## src/design/cpexw_pkg.sv

```systemverilog
// package of constants for the exception, watch and event counter block
package cpexw_pkg;
	// register numbers on the coprocessor move port
	localparam logic [4:0] REG_RETURN_ADDRESS = 5'h0e;
	localparam logic [4:0] REG_WATCH_LOW = 5'h12;
	localparam logic [4:0] REG_WATCH_HIGH = 5'h13;
	localparam logic [4:0] REG_PAGE_CONTEXT = 5'h14;
	localparam logic [4:0] REG_EVENT_COUNTER = 5'h19;
	// cause codes
	localparam logic [4:0] CAUSE_INTERRUPT = 5'h00;
	localparam logic [4:0] CAUSE_TLB_MODIFIED = 5'h01;
	localparam logic [4:0] CAUSE_TLB_LOAD_MISS = 5'h02;
	localparam logic [4:0] CAUSE_TLB_STORE_MISS = 5'h03;
	localparam logic [4:0] CAUSE_ADDR_ERROR_LOAD = 5'h04;
	localparam logic [4:0] CAUSE_ADDR_ERROR_STORE = 5'h05;
	localparam logic [4:0] CAUSE_FETCH_BUS_ERROR = 5'h06;
	localparam logic [4:0] CAUSE_DATA_BUS_ERROR = 5'h07;
	localparam logic [4:0] CAUSE_SYSCALL = 5'h08;
	localparam logic [4:0] CAUSE_BREAKPOINT = 5'h09;
	localparam logic [4:0] CAUSE_RESERVED_INSTRUCTION = 5'h0a;
	localparam logic [4:0] CAUSE_COP_UNUSABLE = 5'h0b;
	localparam logic [4:0] CAUSE_OVERFLOW = 5'h0c;
	localparam logic [4:0] CAUSE_TRAP = 5'h0d;
	localparam logic [4:0] CAUSE_FLOATING_POINT = 5'h0f;
	localparam logic [4:0] CAUSE_WATCH = 5'h17;
	// exception kinds reported by the pipeline, one bit each
	localparam int EXC_KINDS = 16;
	localparam int K_INT = 0;
	localparam int K_MOD = 1;
	localparam int K_TLB_LOAD_MISS_CAUSE = 2;
	localparam int K_TLB_STORE_MISS_CAUSE = 3;
	localparam int K_ADDR_ERROR_LOAD_CAUSE = 4;
	localparam int K_ADDR_ERROR_STORE_CAUSE = 5;
	localparam int K_IBE = 6;
	localparam int K_DBE = 7;
	localparam int K_SYS = 8;
	localparam int K_BP = 9;
	localparam int K_RI = 10;
	localparam int K_CPU = 11;
	localparam int K_OV = 12;
	localparam int K_TR = 13;
	localparam int K_FPE = 14;
	localparam int K_WATCH = 15;
	// return address sign field
	localparam int RA_EXT_LO = 40;
	localparam int RA_EXT_HI = 58;
	// extended page context fields
	localparam int CTX_PAGE_LO = 4;
	localparam int CTX_PAGE_W = 27;
	localparam int CTX_REGION_LO = 31;
	localparam int CTX_BASE_LO = 33;
	localparam int CTX_BASE_W = 31;
	localparam int VA_PAGE_LO = 13;
	localparam int VA_REGION_LO = 62;
	// watch registers
	localparam int WATCH_WRITE_BIT = 0;
	localparam int WATCH_READ_BIT = 1;
	localparam int WATCH_ADDR_LO = 3;
	localparam logic [31:0] WATCH_LOW_MASK = 32'hffff_fffb;
	localparam logic [31:0] WATCH_HIGH_MASK = 32'h0000_000f;
	// counter control fields
	localparam int CTL_EXL_BIT = 0;
	localparam int CTL_K_BIT = 1;
	localparam int CTL_S_BIT = 2;
	localparam int CTL_U_BIT = 3;
	localparam int CTL_IE_BIT = 4;
	localparam int CTL_EVENT_LO = 5;
	localparam int CTL_EVENT_W = 4;
	localparam int CTL_IP_BIT = 15;
	localparam logic [31:0] CTL_MASK = 32'h0000_81ff;
	localparam int EVENT_KINDS = 10;
	// mode codes and kernel segment prefix for 64-bit addresses
	localparam logic [1:0] KSU_USER = 2'h2;
	localparam logic [1:0] KSU_SUPER = 2'h1;
	localparam logic [1:0] REGION_KERNEL = 2'h3;
endpackage

```

## src/design/cpexw_unit.sv

```systemverilog
// exception recording, watch compare and event counters
//
// Function
// - codes 0-7: interrupt, TLB, address, bus errors
// - codes 8-13,15,23; others reserved
// - return address takes faulting instruction address
// - delay slot: branch address and flag set
// - no return address update while exception level
// - bits 40-58 sign or segment extension
// - page pair field gets address bits 39:13
// - region field gets address bits 63:62
// - page table base readable and writable
// - watch compares physical address bits 35:3
// - read and write enables gate watch
// - reserved watch and control bits read zero
// - two 32-bit counters, one event each
// - overflow with enable sets pending, line seven
// - counting continues after overflow
// - per-counter mode enables
// - events 0-4 cycles, instructions, loads, stores, branches
// - events 5-9 float, flushes, refills, cache misses
// - move instructions select counter or control
// - line seven from timer or counter overflow
// - set exception level on general exceptions
// - delay flag 1 when adjusted else 0
`timescale 1ns/1ps
module cpexw_unit #(
	parameter int COUNTERS = 2
) (
	input wire logic clk,
	input wire logic resetn,
	input wire logic exc_commit,
	input wire logic [cpexw_pkg::EXC_KINDS-1:0] exc_kind,
	input wire logic [63:0] exc_pc,
	input wire logic exc_in_delay_slot,
	input wire logic [63:0] exc_bad_vaddr,
	input wire logic mode_64,
	input wire logic exception_level,
	input wire logic error_level,
	input wire logic [1:0] ksu,
	input wire logic mem_valid,
	input wire logic mem_write,
	input wire logic [35:0] watch_physical_address,
	input wire logic [cpexw_pkg::EVENT_KINDS-1:0] event_pulse,
	input wire logic timer_match,
	input wire logic cp_write,
	input wire logic [4:0] cp_reg,
	input wire logic cp_ctl_select,
	input wire logic cp_index,
	input wire logic [63:0] cp_wdata,
	output logic [63:0] cp_rdata,
	output logic [4:0] cause_code,
	output logic delay_slot_flag,
	output logic set_exception_level,
	output logic watch_hit,
	output logic pending_line_seven
);
	// ==========================================================
	// state
	logic [63:0] exception_return_address, next_exception_return_address;
	logic [4:0] next_cause_code;
	logic next_delay_slot_flag;
	logic [cpexw_pkg::CTX_PAGE_W-1:0] faulting_page_pair, next_faulting_page_pair;
	logic [1:0] region, next_region;
	logic [cpexw_pkg::CTX_BASE_W-1:0] page_table_base, next_page_table_base;
	logic [31:0] watch_address_low, next_watch_address_low;
	logic [31:0] watch_address_high, next_watch_address_high;
	logic [31:0] event_counter [COUNTERS];
	logic [31:0] next_event_counter [COUNTERS];
	logic [31:0] event_counter_control [COUNTERS];
	logic [31:0] next_event_counter_control [COUNTERS];
	logic [63:0] next_cp_rdata;
	logic next_set_exception_level, next_watch_hit, next_pending_line_seven;
	logic half_toggle [COUNTERS];
	logic next_half_toggle [COUNTERS];

	// ==========================================================
	// helpers
	// a move reaches counter i when both the register number and the index match
	function automatic logic counter_move(input logic [4:0] r, input logic x, input int i);
		return r == cpexw_pkg::REG_EVENT_COUNTER && 32'(x) == i;
	endfunction

	// with two kind bits up, the lowest one above interrupt wins
	function automatic logic [4:0] encode_cause(input logic [cpexw_pkg::EXC_KINDS-1:0] k);
		logic [4:0] c;
		c = cpexw_pkg::CAUSE_INTERRUPT;
		if (k[cpexw_pkg::K_MOD]) c = cpexw_pkg::CAUSE_TLB_MODIFIED;
		else if (k[cpexw_pkg::K_TLB_LOAD_MISS_CAUSE]) c = cpexw_pkg::CAUSE_TLB_LOAD_MISS;
		else if (k[cpexw_pkg::K_TLB_STORE_MISS_CAUSE]) c = cpexw_pkg::CAUSE_TLB_STORE_MISS;
		else if (k[cpexw_pkg::K_ADDR_ERROR_LOAD_CAUSE]) c = cpexw_pkg::CAUSE_ADDR_ERROR_LOAD;
		else if (k[cpexw_pkg::K_ADDR_ERROR_STORE_CAUSE]) c = cpexw_pkg::CAUSE_ADDR_ERROR_STORE;
		else if (k[cpexw_pkg::K_IBE]) c = cpexw_pkg::CAUSE_FETCH_BUS_ERROR;
		else if (k[cpexw_pkg::K_DBE]) c = cpexw_pkg::CAUSE_DATA_BUS_ERROR;
		else if (k[cpexw_pkg::K_SYS]) c = cpexw_pkg::CAUSE_SYSCALL;
		else if (k[cpexw_pkg::K_BP]) c = cpexw_pkg::CAUSE_BREAKPOINT;
		else if (k[cpexw_pkg::K_RI]) c = cpexw_pkg::CAUSE_RESERVED_INSTRUCTION;
		else if (k[cpexw_pkg::K_CPU]) c = cpexw_pkg::CAUSE_COP_UNUSABLE;
		else if (k[cpexw_pkg::K_OV]) c = cpexw_pkg::CAUSE_OVERFLOW;
		else if (k[cpexw_pkg::K_TR]) c = cpexw_pkg::CAUSE_TRAP;
		else if (k[cpexw_pkg::K_FPE]) c = cpexw_pkg::CAUSE_FLOATING_POINT;
		else if (k[cpexw_pkg::K_WATCH]) c = cpexw_pkg::CAUSE_WATCH;
		return c;
	endfunction

	// bits 40-58 follow bit 31 in 32-bit mode, else the kernel prefix
	function automatic logic [63:0] extend_addr(input logic [63:0] a, input logic m64);
		logic [63:0] r;
		logic fill;
		r = a;
		fill = m64 ? (a[63:62] == cpexw_pkg::REGION_KERNEL) : a[31];
		r[cpexw_pkg::RA_EXT_HI:cpexw_pkg::RA_EXT_LO] = {19{fill}};
		return r;
	endfunction

	// ==========================================================
	// watch compare
	// doubleword granularity: bits 2:0 of the reference never take part
	logic watch_match;
	always_comb begin
		watch_match = mem_valid &&
			watch_physical_address[35:cpexw_pkg::WATCH_ADDR_LO] ==
			{watch_address_high[3:0], watch_address_low[31:cpexw_pkg::WATCH_ADDR_LO]};
	end

	// ==========================================================
	// exception recording and register writes
	logic miss;
	always_comb begin
		next_exception_return_address = exception_return_address;
		next_cause_code = cause_code;
		next_delay_slot_flag = delay_slot_flag;
		next_faulting_page_pair = faulting_page_pair;
		next_region = region;
		next_page_table_base = page_table_base;
		next_watch_address_low = watch_address_low;
		next_watch_address_high = watch_address_high;
		next_set_exception_level = 1'b0;
		next_watch_hit = watch_match && (mem_write ?
			watch_address_low[cpexw_pkg::WATCH_WRITE_BIT] :
			watch_address_low[cpexw_pkg::WATCH_READ_BIT]);
		// only refill misses load the context; other faults leave it alone
		miss = exc_kind[cpexw_pkg::K_TLB_LOAD_MISS_CAUSE] | exc_kind[cpexw_pkg::K_TLB_STORE_MISS_CAUSE];
		if (cp_write) begin
			unique case (cp_reg)
				cpexw_pkg::REG_RETURN_ADDRESS: next_exception_return_address = cp_wdata;
				cpexw_pkg::REG_WATCH_LOW:
					next_watch_address_low = cp_wdata[31:0] & cpexw_pkg::WATCH_LOW_MASK;
				cpexw_pkg::REG_WATCH_HIGH:
					next_watch_address_high = cp_wdata[31:0] & cpexw_pkg::WATCH_HIGH_MASK;
				cpexw_pkg::REG_PAGE_CONTEXT:
					next_page_table_base = cp_wdata[63:cpexw_pkg::CTX_BASE_LO];
				default: ;
			endcase
		end
		// exception commit wins over a return address move in the same cycle unless exception level is raised
		if (exc_commit) begin
			next_cause_code = encode_cause(exc_kind);
			next_set_exception_level = 1'b1;
			// a nested fault keeps the first return address for the handler
			if (!exception_level) begin
				next_exception_return_address = extend_addr(
					exc_in_delay_slot ? exc_pc - 64'h0000_0000_0000_0004 : exc_pc,
					mode_64);
				next_delay_slot_flag = exc_in_delay_slot;
			end
			if (miss) begin
				next_faulting_page_pair = exc_bad_vaddr[39:cpexw_pkg::VA_PAGE_LO];
				next_region = exc_bad_vaddr[63:cpexw_pkg::VA_REGION_LO];
			end
		end
	end

	// ==========================================================
	// event counters
	logic mode_ok [COUNTERS];
	always_comb begin
		logic ev;
		logic [3:0] sel;
		logic [31:0] ctl;
		logic wrap;
		ev = 1'b0;
		wrap = 1'b0;
		sel = 4'h0;
		ctl = 32'h0000_0000;
		next_pending_line_seven = timer_match;
		for (int i = 0; i < COUNTERS; i++) begin
			next_event_counter[i] = event_counter[i];
			next_event_counter_control[i] = event_counter_control[i];
			next_half_toggle[i] = half_toggle[i];
			ctl = event_counter_control[i];
			sel = ctl[cpexw_pkg::CTL_EVENT_LO +: cpexw_pkg::CTL_EVENT_W];
			// error level masks every mode enable
			mode_ok[i] = error_level ? 1'b0 :
				exception_level ? ctl[cpexw_pkg::CTL_EXL_BIT] :
				ksu == cpexw_pkg::KSU_USER ? ctl[cpexw_pkg::CTL_U_BIT] :
				ksu == cpexw_pkg::KSU_SUPER ? ctl[cpexw_pkg::CTL_S_BIT] :
				ctl[cpexw_pkg::CTL_K_BIT];
			ev = (32'(sel) < cpexw_pkg::EVENT_KINDS) ? event_pulse[sel] : 1'b0;
			// instruction and float events count every second occurrence
			if (ev && (sel == 4'h1 || sel == 4'h5)) begin
				next_half_toggle[i] = ~half_toggle[i];
				ev = half_toggle[i];
			end
			wrap = ev && mode_ok[i] && event_counter[i] == 32'hffff_ffff;
			if (ev && mode_ok[i]) begin
				next_event_counter[i] = event_counter[i] + 32'h0000_0001;
				if (wrap && ctl[cpexw_pkg::CTL_IE_BIT])
					next_event_counter_control[i][cpexw_pkg::CTL_IP_BIT] = 1'b1;
			end
			if (cp_write && counter_move(cp_reg, cp_index, i)) begin
				if (cp_ctl_select) begin
					next_event_counter_control[i] = cp_wdata[31:0] & cpexw_pkg::CTL_MASK;
					// a new overflow in this cycle keeps its pending bit
					if (wrap && ctl[cpexw_pkg::CTL_IE_BIT])
						next_event_counter_control[i][cpexw_pkg::CTL_IP_BIT] = 1'b1;
				end else begin
					next_event_counter[i] = cp_wdata[31:0];
				end
			end
			// taken from the next control value so line seven rises with the wrap
			if (next_event_counter_control[i][cpexw_pkg::CTL_IP_BIT])
				next_pending_line_seven = 1'b1;
		end
	end

	// ==========================================================
	// read data
	always_comb begin
		next_cp_rdata = 64'h0000_0000_0000_0000;
		// unmapped register numbers read as zero
		unique case (cp_reg)
			cpexw_pkg::REG_RETURN_ADDRESS: next_cp_rdata = exception_return_address;
			cpexw_pkg::REG_WATCH_LOW: next_cp_rdata = {32'h0000_0000, watch_address_low};
			cpexw_pkg::REG_WATCH_HIGH: next_cp_rdata = {32'h0000_0000, watch_address_high};
			cpexw_pkg::REG_PAGE_CONTEXT:
				next_cp_rdata = {page_table_base, region, faulting_page_pair, 4'h0};
			cpexw_pkg::REG_EVENT_COUNTER:
				next_cp_rdata = {32'h0000_0000, cp_ctl_select ?
					event_counter_control[cp_index] : event_counter[cp_index]};
			default: ;
		endcase
	end

	// ==========================================================
	// exception and watch registers
	always_ff @(posedge clk or negedge resetn) begin
		if (!resetn) begin
			exception_return_address <= 64'h0000_0000_0000_0000;
			cause_code <= 5'h00;
			delay_slot_flag <= 1'b0;
			faulting_page_pair <= '0;
			region <= 2'h0;
			page_table_base <= '0;
			watch_address_low <= 32'h0000_0000;
			watch_address_high <= 32'h0000_0000;
			set_exception_level <= 1'b0;
			watch_hit <= 1'b0;
		end else begin
			exception_return_address <= next_exception_return_address;
			cause_code <= next_cause_code;
			delay_slot_flag <= next_delay_slot_flag;
			faulting_page_pair <= next_faulting_page_pair;
			region <= next_region;
			page_table_base <= next_page_table_base;
			watch_address_low <= next_watch_address_low;
			watch_address_high <= next_watch_address_high;
			set_exception_level <= next_set_exception_level;
			watch_hit <= next_watch_hit;
		end
	end

	// ==========================================================
	// counter registers
	always_ff @(posedge clk or negedge resetn) begin
		if (!resetn) begin
			pending_line_seven <= 1'b0;
			for (int i = 0; i < COUNTERS; i++) begin
				event_counter[i] <= 32'h0000_0000;
				event_counter_control[i] <= 32'h0000_0000;
				half_toggle[i] <= 1'b0;
			end
		end else begin
			pending_line_seven <= next_pending_line_seven;
			for (int i = 0; i < COUNTERS; i++) begin
				event_counter[i] <= next_event_counter[i];
				event_counter_control[i] <= next_event_counter_control[i];
				half_toggle[i] <= next_half_toggle[i];
			end
		end
	end

	// ==========================================================
	// read data register
	always_ff @(posedge clk or negedge resetn) begin
		if (!resetn) begin
			cp_rdata <= 64'h0000_0000_0000_0000;
		end else begin
			cp_rdata <= next_cp_rdata;
		end
	end
endmodule

```

## config.mk

```make
export PLATFORM = sky130hd
export DESIGN_NAME = cpexw_unit
export DESIGN_NICKNAME = d
export VERILOG_FILES = /design/src/design/cpexw_pkg.sv /design/src/design/cpexw_unit.sv
export SDC_FILE = /design/constraint.sdc
export NUM_CORES = 1
export LEC_CHECK = 0
export CAP_MARGIN = 20
export CORE_MARGIN = 2
export CORE_UTILIZATION = 40
export DETAILED_ROUTE_END_ITERATION = 8
export DONT_BUFFER_PORTS = 1
export HOLD_SLACK_MARGIN = 0.02
export PLACE_DENSITY_LB_ADDON = 0.05
export SYNTH_ARGS = -nofsm -noshare
export SYNTH_HDL_FRONTEND = slang
export SYNTH_SLANG_ARGS = --single-unit
export TNS_END_PERCENT = 1
```

## constraint.sdc

```tcl
create_clock -name clk -period 3.3 [get_ports clk]
set_input_delay 0.165 -clock clk [delete_from_list [all_inputs] [get_ports clk]]
set_output_delay 0.165 -clock clk [all_outputs]
set_load 0.05 [all_outputs]
```

==> out/qor.yml, run 1 <==
outcome:
  outcome: "finished, violations left"
  violations: "hold timing"
pwr:
  total_power_uw: 10600
  p_leak_uw: 0.00824
  power_density_nw_per_um2: 533
  ir_drop_mv: 0.327
synthesis:
  synthCells: 1557
  ys_seq_area_share_pct: 49.1
  synth_top_area_share_pct: 49.1
  yosysUniqueCellTypes: 63
  yosys-top-cells-area: "dfrtp_1 (49%), mux2_2 (9.3%), nand2_1 (5.0%)"
  synth_area_sq_um: 16200
  synth_top_area_cell: "dfrtp_1"
  syn_nets: 1834
  syn_area_per_cell_sq_um: 10.4
  synth_warnings: 0
  synth-edff-count: 0
  synth_common_cells: "dfrtp_1 (318), nand2_1 (218), mux2_2 (134)"
  synth.most_common_cell: "dfrtp_1"
  synthArstFlopShare_pct: 100
  synth-seq-cells: 318
  ys.flop_type: "dfrtp_1"
global_route:
  grt_max_degree: 319
  grt_antenna_before_repair: 2
  grt_first_pass_wirelength_um: 85200
  grt_pass1_vias: 13300
  grt_use_total_pct: 27.3
  overflow: 0
placed_design:
  io_buffers: 0
  dp_hpwl_um: 38700
  gp_congestion: 0.857
critical_path:
  reg2reg_depth: 6
  r2r_start: "event_counter[3]"
  path_max_fanout: 10
  cp-end-kind: "flip-flop"
  rrSetupSlack_ns: 0.45
  crit_path_end: "pending_line_seven"
  setup.worst_path.start_class: "flip-flop"
  crit_type: "reg2reg"
  cp-startpoint: "event_counter[3]"
  r2r-end: "pending_line_seven"
  crit_required_ns: 3.79
  cp_data_arrival_time_ns: 3.34
die:
  die-area_sq_um: 42200
  die_y_um: 205
  rows: 73
  dieWidth_um: 205
  coreArea_sq_um: 39900
  initial_utilization_pct: 40.6
  design.portCount: 347
clocking:
  cts.sink_count: 318
  cts_buffer_depth: 3
  cts_root_buf: "clkbuf_16"
  cts_setup_buffers: 0
  clkTransAtPathRegs_ns: 0.06
  postCtsHoldBufs: 178
  cts_max_level: 2
  numCtsBuffers: 39
  clkLatencyLatePin_ns: 0.56
  cts_resized: 0
  tritoncts: "yes"
sta:
  tightest_slew_ns: 0.996
  finalSetupViolCount: 0
  slew_violations: 0
  hold_viol_final: 318
  whs_ns: -0.697
  post-route-period-util_pct: 86.2
  finalSetupTns_ns: 0
  rsz0062_at_grt: "false"
  clock.fmax_ghz: 0.351
  maxSlewHeadroom_pct: 33.4
  min_period_ns: 2.85
  fin_skew_ns: 0.0200
routing:
  ant_nets: 0
  vias: 13200
  routed_wl_um: 57700
  wl_per_cell_um: 25.4
  dr.pass1.iters: 8
  drt_iter0_markers: 1026
  viasPerCell: 5.80
  drc: 0
cells_and_area:
  nNetsFinal: 1996
  regArea_sq_um: 7960
  areaGrowthSynthToFinish_pct: 22.6
  layout-drive-gt1-share_pct: 15.2
  multiInputGateArea_sq_um: 7810
  fillers: 3682
flow_run:
  maxCapViolations: 0
min_path:
  hp-class: "in2async"
[layout make-up]
class                           instances  share of cell area, %
Tap cell                              525                   3.30
Timing Repair Buffer                  216                   10.6
Antenna cell                            2                 0.0252
Inverter                               27                  0.510
Clock inverter                          7                  0.377
Clock buffer                           62                   5.95
Sequential cell                       318                   40.0
Multi-Input combinational cell       1117                   39.3
[worst min-delay path by stage]
stage            from                      to  slack, ns  cells after the start
6_report       resetn  faulting_page_pair[15]      -0.70                      0
5_1_grt        resetn            cp_rdata[19]      -0.73                      0
4_1_cts        resetn            cp_rdata[16]      -0.73                      0
3_5_place_dp   resetn            cp_rdata[16]      -0.12                      0
3_3_place_gp   resetn            cp_rdata[20]      -0.12                      0
2_1_floorplan  resetn           cause_code[0]      -0.13                      0
[where the power goes]
group          total, uW  internal (uW)  switching (uW)
registers           4920           4390             533
logic               1420            759             660
clock network       4270           2530            1730
total              10600           7680            2930
[sequential cells by signal, indices dropped and copies added, names as in the netlist, 2 cells and up]
register                  flops
exception_return_address     64
page_table_base              31
event_counter_control        20
cp_rdata                     64
region                        2
half_toggle                   2
watch_address_high            4
event_counter                64
cause_code                    5
faulting_page_pair           27
watch_address_low            31
[placed cells by master, fill, tap and decap left out, types with 40 or more instances in the layout]
cell type      count
dfrtp_1          318
clkbuf_16         40
nand2_1          217
nor4_1            43
mux2_2           134
xor2_1            41
o21ai_0           87
nor2_1            84
dlygate4sd3_1    177
a31oi_1           48
xnor2_1           71
[kinds of logic after synthesis]
kind of cell             Yosys count  share of synthesized area (%)
flip-flops                       318                           49.1
multiplexers                     183                           13.3
buffers and inverters            122                           3.04
adder cells (fa/ha/maj)            3                          0.231
XOR/XNOR                         112                           6.05
AND/OR/NAND/NOR                  527                           15.9
AO/OA/AOI/OAI                    292                           12.4
[worst max-delay path, stage by stage (launching register included)]
cell and delay (ns):
dfrtp_1 0.46, nand4_1 0.20, or3_1 0.58, or3_1 0.60, or3_1 0.43, o31ai_1 0.35, or3_1 0.16
[metal layers]
metal	GRT usage [%]	up-vias	routed length (um)
met4	7.35	0	1370
met2	43.5	446	26800
met5	0	-	0
li1	-	6010	-
met3	6.38	81	3760
met1	37.5	6646	25700
[stage by stage]
| step | util [%] | hold WS, ns | std cells | worst slack (ns) | cell area (sq um) |
|---|---|---|---|---|---|
| after floorplan | - | -0.131 | 1557 | 0.777 | 16200 |
| after global placement | 42.2 | -0.124 | 2025 | 0.477 | 16800 |
| after detailed placement | 42.2 | -0.122 | 2025 | 0.450 | 16800 |
| after CTS | 49.8 | -0.725 | 2272 | 0.435 | 19900 |
| after global routing | 49.8 | -0.727 | 2274 | 0.284 | 19900 |
| final | 49.8 | -0.697 | 2274 | 0.454 | 19900 |
Note: power is estimated with default switching activity, not from simulation.
==> inputs of run 2 (changes only) <==
--- a/config.mk
+++ b/config.mk
@@ -10,7 +10,6 @@
 export CORE_UTILIZATION = 40
 export DETAILED_ROUTE_END_ITERATION = 8
 export DONT_BUFFER_PORTS = 1
-export HOLD_SLACK_MARGIN = 0.02
 export PLACE_DENSITY_LB_ADDON = 0.05
 export SYNTH_ARGS = -nofsm -noshare
 export SYNTH_HDL_FRONTEND = slang
==> out/qor.yml, run 2 (synthesis results as in run 1) <==
cells_and_area:
  fillers: 3684  # +0.054%
  layout-drive-gt1-share_pct: 15.2  # +0.026 points
  stdcell_count: 2271  # -0.13%
  final_cell_mix: "dfrtp_1 (318), nand2_1 (217), dlygate4sd3_1 (174), mux2_2 (134), o21ai_0 (87)"
  layout_commonest_cell: "dfrtp_1"
  nNetsFinal: 1993  # -0.15%
  utilization_pct: 49.8  # -0.075 points
  reg_top3: "cp_rdata: 64 flops, event_counter: 64 flops, exception_return_address: 64 flops"
  areaGrowthSynthToFinish_pct: 22.4
clocking:
  tritoncts: "yes"
  cts_root_buf: "clkbuf_16"
  cts.sink_count: 318  # unchanged
  clkLatencyLatePin_ns: 0.56  # about the same
  cts_buffer_depth: 3  # unchanged
  numCtsBuffers: 39  # unchanged
  postCtsHoldBufs: 175  # -1.7%
  cts_resized: 0  # unchanged
  cts_setup_buffers: 0  # unchanged
  clkTransAtPathRegs_ns: 0.06  # about the same
  cts_max_level: 2  # unchanged
sta:
  finalSetupViolCount: 0  # unchanged
  slew_violations: 0  # unchanged
  whs_ns: -0.696  # +0.000375 ns
  maxSlewHeadroom_pct: 34.8  # +1.4 points
  rsz0062_at_grt: "false"
  finalSetupTns_ns: 0  # unchanged
  hold_viol_final: 318  # unchanged
  post-route-period-util_pct: 85.8  # -0.42 points
  min_period_ns: 2.83  # -0.0139 ns
  tightest_slew_ns: 0.975  # -0.0205 ns
  clock.fmax_ghz: 0.353  # +0.49%
  fin_skew_ns: 0.0199  # -0.0000148 ns
global_route:
  grt_pass1_vias: 13300  # -0.22%
  use_met1_pct: 37.1  # -0.34 points
  overflow: 0  # unchanged
  grt_use_total_pct: 27.2  # -0.14 points
  grt_busiest_layer: "met2"
  grt_antenna_before_repair: 2  # unchanged
  grt_max_degree: 319  # unchanged
  grt_first_pass_wirelength_um: 84800  # -0.47%
  use_met3_pct: 6.65  # +0.27 points
  met2_usage_pct: 43.4  # -0.097 points
critical_path:
  crit_type: "reg2reg"
  cp_data_arrival_time_ns: 3.25  # -0.09 ns
  path_max_fanout: 10  # unchanged
  setup.worst_path.start_class: "flip-flop"
  crit_required_ns: 3.72  # -0.07 ns
  cp-end-kind: "flip-flop"
routing:
  ant_nets: 0  # unchanged
  routed_wl_um: 57400  # -0.50%
  viasPerCell: 5.79  # about the same
  vias: 13200  # -0.23%
  wl_per_cell_um: 25.3  # -0.37%
  drc: 0  # unchanged
  drt_iter0_markers: 1005  # -2.0%
  dr.pass1.iters: 7  # -1
die:
  die-area_sq_um: 42200  # unchanged
  coreArea_sq_um: 39900  # unchanged
  rows: 73  # unchanged
  die_y_um: 205  # unchanged
  initial_utilization_pct: 40.6  # unchanged
  dieWidth_um: 205  # unchanged
  design.portCount: 347  # unchanged
placed_design:
  io_buffers: 0  # unchanged
  dp.cells: 2025  # unchanged
  gp_congestion: 0.857  # unchanged
  dp_hpwl_um: 38700  # unchanged
pwr:
  ir_drop_mv: 0.327  # about the same
  power_density_nw_per_um2: 534  # +0.11%
  p_leak_uw: 0.00822  # -0.15%
outcome:
  outcome: "finished, violations left"
  violations: "hold timing"
flow_run:
  maxCapViolations: 0  # unchanged
min_path:
  hp-class: "in2async"
==> run 2: stage by stage <==
step / setup slack, ns / hold WS (ns) / area (sq um) / power (uW)
3_5_place_dp: 0.450 / -0.122 / 16800 / 6130
2_1_floorplan: 0.777 / -0.131 / 16200 / 5760
6_report: 0.468 / -0.696 / 19900 / 10600
4_1_cts: 0.435 / -0.725 / 19900 / 10700
5_1_grt: 0.284 / -0.727 / 19900 / 11100
3_3_place_gp: 0.477 / -0.124 / 16800 / 6090
==> run 2: final timing paths <==
kind                             startpoint                          end  slack, ns  cells after the start
min in group clk                  exc_pc[5]  exception_return_address[7]       0.02                      4
setup / recovery           event_counter[3]            event_counter[31]       0.47                      7
hold reg to reg              half_toggle[0]               half_toggle[0]       0.48                      1
setup reg to reg           event_counter[3]            event_counter[31]       0.47                      7
max in group asynchronous            resetn           page_table_base[5]       3.33                      0
hold / removal                       resetn       faulting_page_pair[15]      -0.70                      0
==> run 2: layer usage <==
layer,share of wire (%),vias up
met3,7.8,78
li1,-,6002
met2,47,463
met5,0,-
met4,2.2,0
met1,43,6610
==> run 2: layout make-up <==
cell class                      count  area [sq um]  area share (%)
Clock inverter                      7          75.1           0.378
Timing Repair Buffer              213          2070            10.4
Sequential cell                   318          7960            40.1
Antenna cell                        2          5.00          0.0252
Multi-Input combinational cell   1117          7810            39.3
Inverter                           27           101           0.510
Tap cell                          525           657            3.31
Clock buffer                       62          1180            5.96
==> run 2: worst max-delay path: stages (launching register included) <==
cell	delay, ns
dfrtp_1	0.46
nand4_1	0.20
or3_1	0.58
or3_1	0.59
buf_4	0.22
nor4_1	0.38
xnor2_1	0.17
o21ai_0	0.09
==> run 2: where the power goes <==
group | internal, uW | switching (uW)
Combinational | 756 | 655
Sequential | 4390 | 534
Clock | 2530 | 1740
Total | 7680 | 2930
==> inputs of run 3 (changes only) <==
--- a/config.mk
+++ b/config.mk
@@ -11,6 +11,7 @@
 export DETAILED_ROUTE_END_ITERATION = 8
 export DONT_BUFFER_PORTS = 1
 export PLACE_DENSITY_LB_ADDON = 0.05
+export RECOVER_POWER = 100
 export SYNTH_ARGS = -nofsm -noshare
 export SYNTH_HDL_FRONTEND = slang
 export SYNTH_SLANG_ARGS = --single-unit
==> out/qor.yml, run 3 (synthesis results as in run 1) <==
critical_path:
  crit_chain: "mux4_2, a22o_1, o211ai_1, clkbuf_2, or3_1, o31ai_1, or3_1"
  cp_common_cell: "or3_1"
  critPathMaxStageDelay_ns: 0.68  # +0.09 ns
  critPathSlowestCell: "clkbuf_2"
  cp_data_arrival_time_ns: 3.37  # +0.12 ns
  path_max_fanout: 33  # +23
  cp-end-kind: "flip-flop"
  crit_type: "reg2reg"
  cp_num_buf_inv: 1  # unchanged
  crit_family: "buffers and inverters"
  setup.worst_path.start_class: "flip-flop"
  crit_required_ns: 3.73  # about the same
global_route:
  grt_antenna_before_repair: 2  # unchanged
  grt_first_pass_wirelength_um: 84800  # unchanged
  grt_use_total_pct: 27.2  # unchanged
  grt_max_degree: 319  # unchanged
  overflow: 0  # unchanged
  grt_pass1_vias: 13300  # unchanged
clocking:
  cts_max_level: 2  # unchanged
  postCtsHoldBufs: 175  # unchanged
  cts_root_buf: "clkbuf_16"
  numCtsBuffers: 39  # unchanged
  cts.sink_count: 318  # unchanged
  cts_buffer_depth: 3  # unchanged
  cts_setup_buffers: 0  # unchanged
  clkLatencyLatePin_ns: 0.56  # about the same
  clkTransAtPathRegs_ns: 0.06  # about the same
  cts_resized: 0  # unchanged
  tritoncts: "yes"
placed_design:
  dpl_cell_area_sq_um: 16800  # unchanged
  dp_slack_ns: 0.450  # unchanged
  dp_hpwl_um: 38700  # unchanged
  io_buffers: 0  # unchanged
  gp_congestion: 0.857  # unchanged
die:
  die_y_um: 205  # unchanged
  coreArea_sq_um: 39900  # unchanged
  die-area_sq_um: 42200  # unchanged
  design.portCount: 347  # unchanged
  initial_utilization_pct: 40.6  # unchanged
  dieWidth_um: 205  # unchanged
  rows: 73  # unchanged
routing:
  vias: 13200  # +0.19%
  drc: 0  # unchanged
  dr.pass1.iters: 6  # -1
  wl_per_cell_um: 25.3  # about the same
  drt_iter0_markers: 1003  # -0.20%
  ant_nets: 0  # unchanged
  viasPerCell: 5.80  # +0.19%
  routed_wl_um: 57400  # about the same
cells_and_area:
  nNetsFinal: 1993  # unchanged
  fillers: 3714  # +0.81%
  areaGrowthSynthToFinish_pct: 21.8
  layout-drive-gt1-share_pct: 13.9  # -1.3 points
  reg_top3: "cp_rdata: 64 flops, event_counter: 64 flops, exception_return_address: 64 flops"
  layout_commonest_cell: "dfrtp_1"
  final_cell_mix: "dfrtp_1 (318), nand2_1 (218), dlygate4sd3_1 (174), mux2_2 (134), o21ai_0 (89)"
  stdcell_area_sq_um: 19800  # -0.55%
sta:
  maxSlewHeadroom_pct: -55.1  # -90 points
  hold_viol_final: 318  # unchanged
  slew_violations: 138  # +138
  finalSetupViolCount: 0  # unchanged
  tightest_slew_ns: 2.30  # +1.33 ns
  min_period_ns: 2.94  # +0.109 ns
  whs_ns: -0.695  # +0.000993 ns
  clock.fmax_ghz: 0.340  # -3.7%
  fin_skew_ns: 0.0231  # +0.00319 ns
  post-route-period-util_pct: 89.1  # +3.3 points
  setup_ws_ns: 0.360  # -0.109 ns
  rsz0062_at_grt: "false"
  finalSetupTns_ns: 0  # unchanged
pwr:
  power_density_nw_per_um2: 536  # +0.45%
  ir_drop_mv: 0.326  # -0.11%
  p_leak_uw: 0.00816  # -0.80%
flow_run:
  maxCapViolations: 5  # +5
min_path:
  hp-class: "in2async"
outcome:
  outcome: "finished, violations left"
  violations: "hold timing, capacitance limit, slew limit"
==> run 3: cell types whose count changed in the layout (fill, tap and decap cells not counted), sizes merged <==
cell / change
buf: -17
clkbuf: +17
==> run 3: worst register-to-register path, cell delays in order, from the launching register on <==
cell	delay [ns]
dfrtp_1	0.53
mux4_2	0.56
a22o_1	0.22
o211ai_1	0.15
clkbuf_2	0.68
or3_1	0.24
o31ai_1	0.10
or3_1	0.35
==> run 3: final timing paths <==
check	startpoint	endpoint	slack (ns)	depth (start not counted)
hold reg to reg	half_toggle[0]	half_toggle[0]	0.47	1
max in group asynchronous	resetn	page_table_base[5]	3.27	0
hold / removal	resetn	faulting_page_pair[15]	-0.70	0
min in group clk	exc_pc[36]	exception_return_address[38]	0.03	4
setup / recovery	event_counter_control[5]	pending_line_seven	0.36	7
setup reg to reg	event_counter_control[5]	pending_line_seven	0.36	7
==> run 3: area by class of cell <==
cell class	count	area [sq um]	share of cell area, %
flip-flops and latches	318	7960	40.3
multi-input cells	1117	7770	39.4
repair buffers	213	2000	10.1
clock buffers	62	1180	5.99
well taps	525	657	3.33
inverters	27	101	0.513
clock inverters	7	75.1	0.380
diodes	2	5.00	0.0253
==> run 3: layer usage <==
| metal | vias to the layer above | routed length, um | GRT usage (%) |
|---|---|---|---|
| li1 | 6006 | - | - |
| met1 | 6664 | 25200 | 37.1 |
| met2 | 431 | 26800 | 43.4 |
| met3 | 77 | 4120 | 6.65 |
| met4 | 0 | 1240 | 6.91 |
| met5 | - | 0 | 0 |
==> run 3: metrics by stage <==
| step | total power (uW) | util [%] | hold WS [ns] | std cells |
|---|---|---|---|---|
| floorplan | 5760 | - | -0.131 | 1557 |
| CTS | 10700 | 49.7 | -0.725 | 2269 |
| global route | 11100 | 49.5 | -0.727 | 2271 |
| global placement | 6090 | 42.2 | -0.124 | 2025 |
| detailed placement | 6130 | 42.2 | -0.122 | 2025 |
| finish | 10600 | 49.5 | -0.695 | 2271 |
==> run 3: report_power, final <==
group,total (uW),internal [uW],switching [uW],leakage (uW)
combinational,1410,752,653,0.00347
sequential,4920,4390,534,0.00406
clock,4270,2530,1730,0.000620
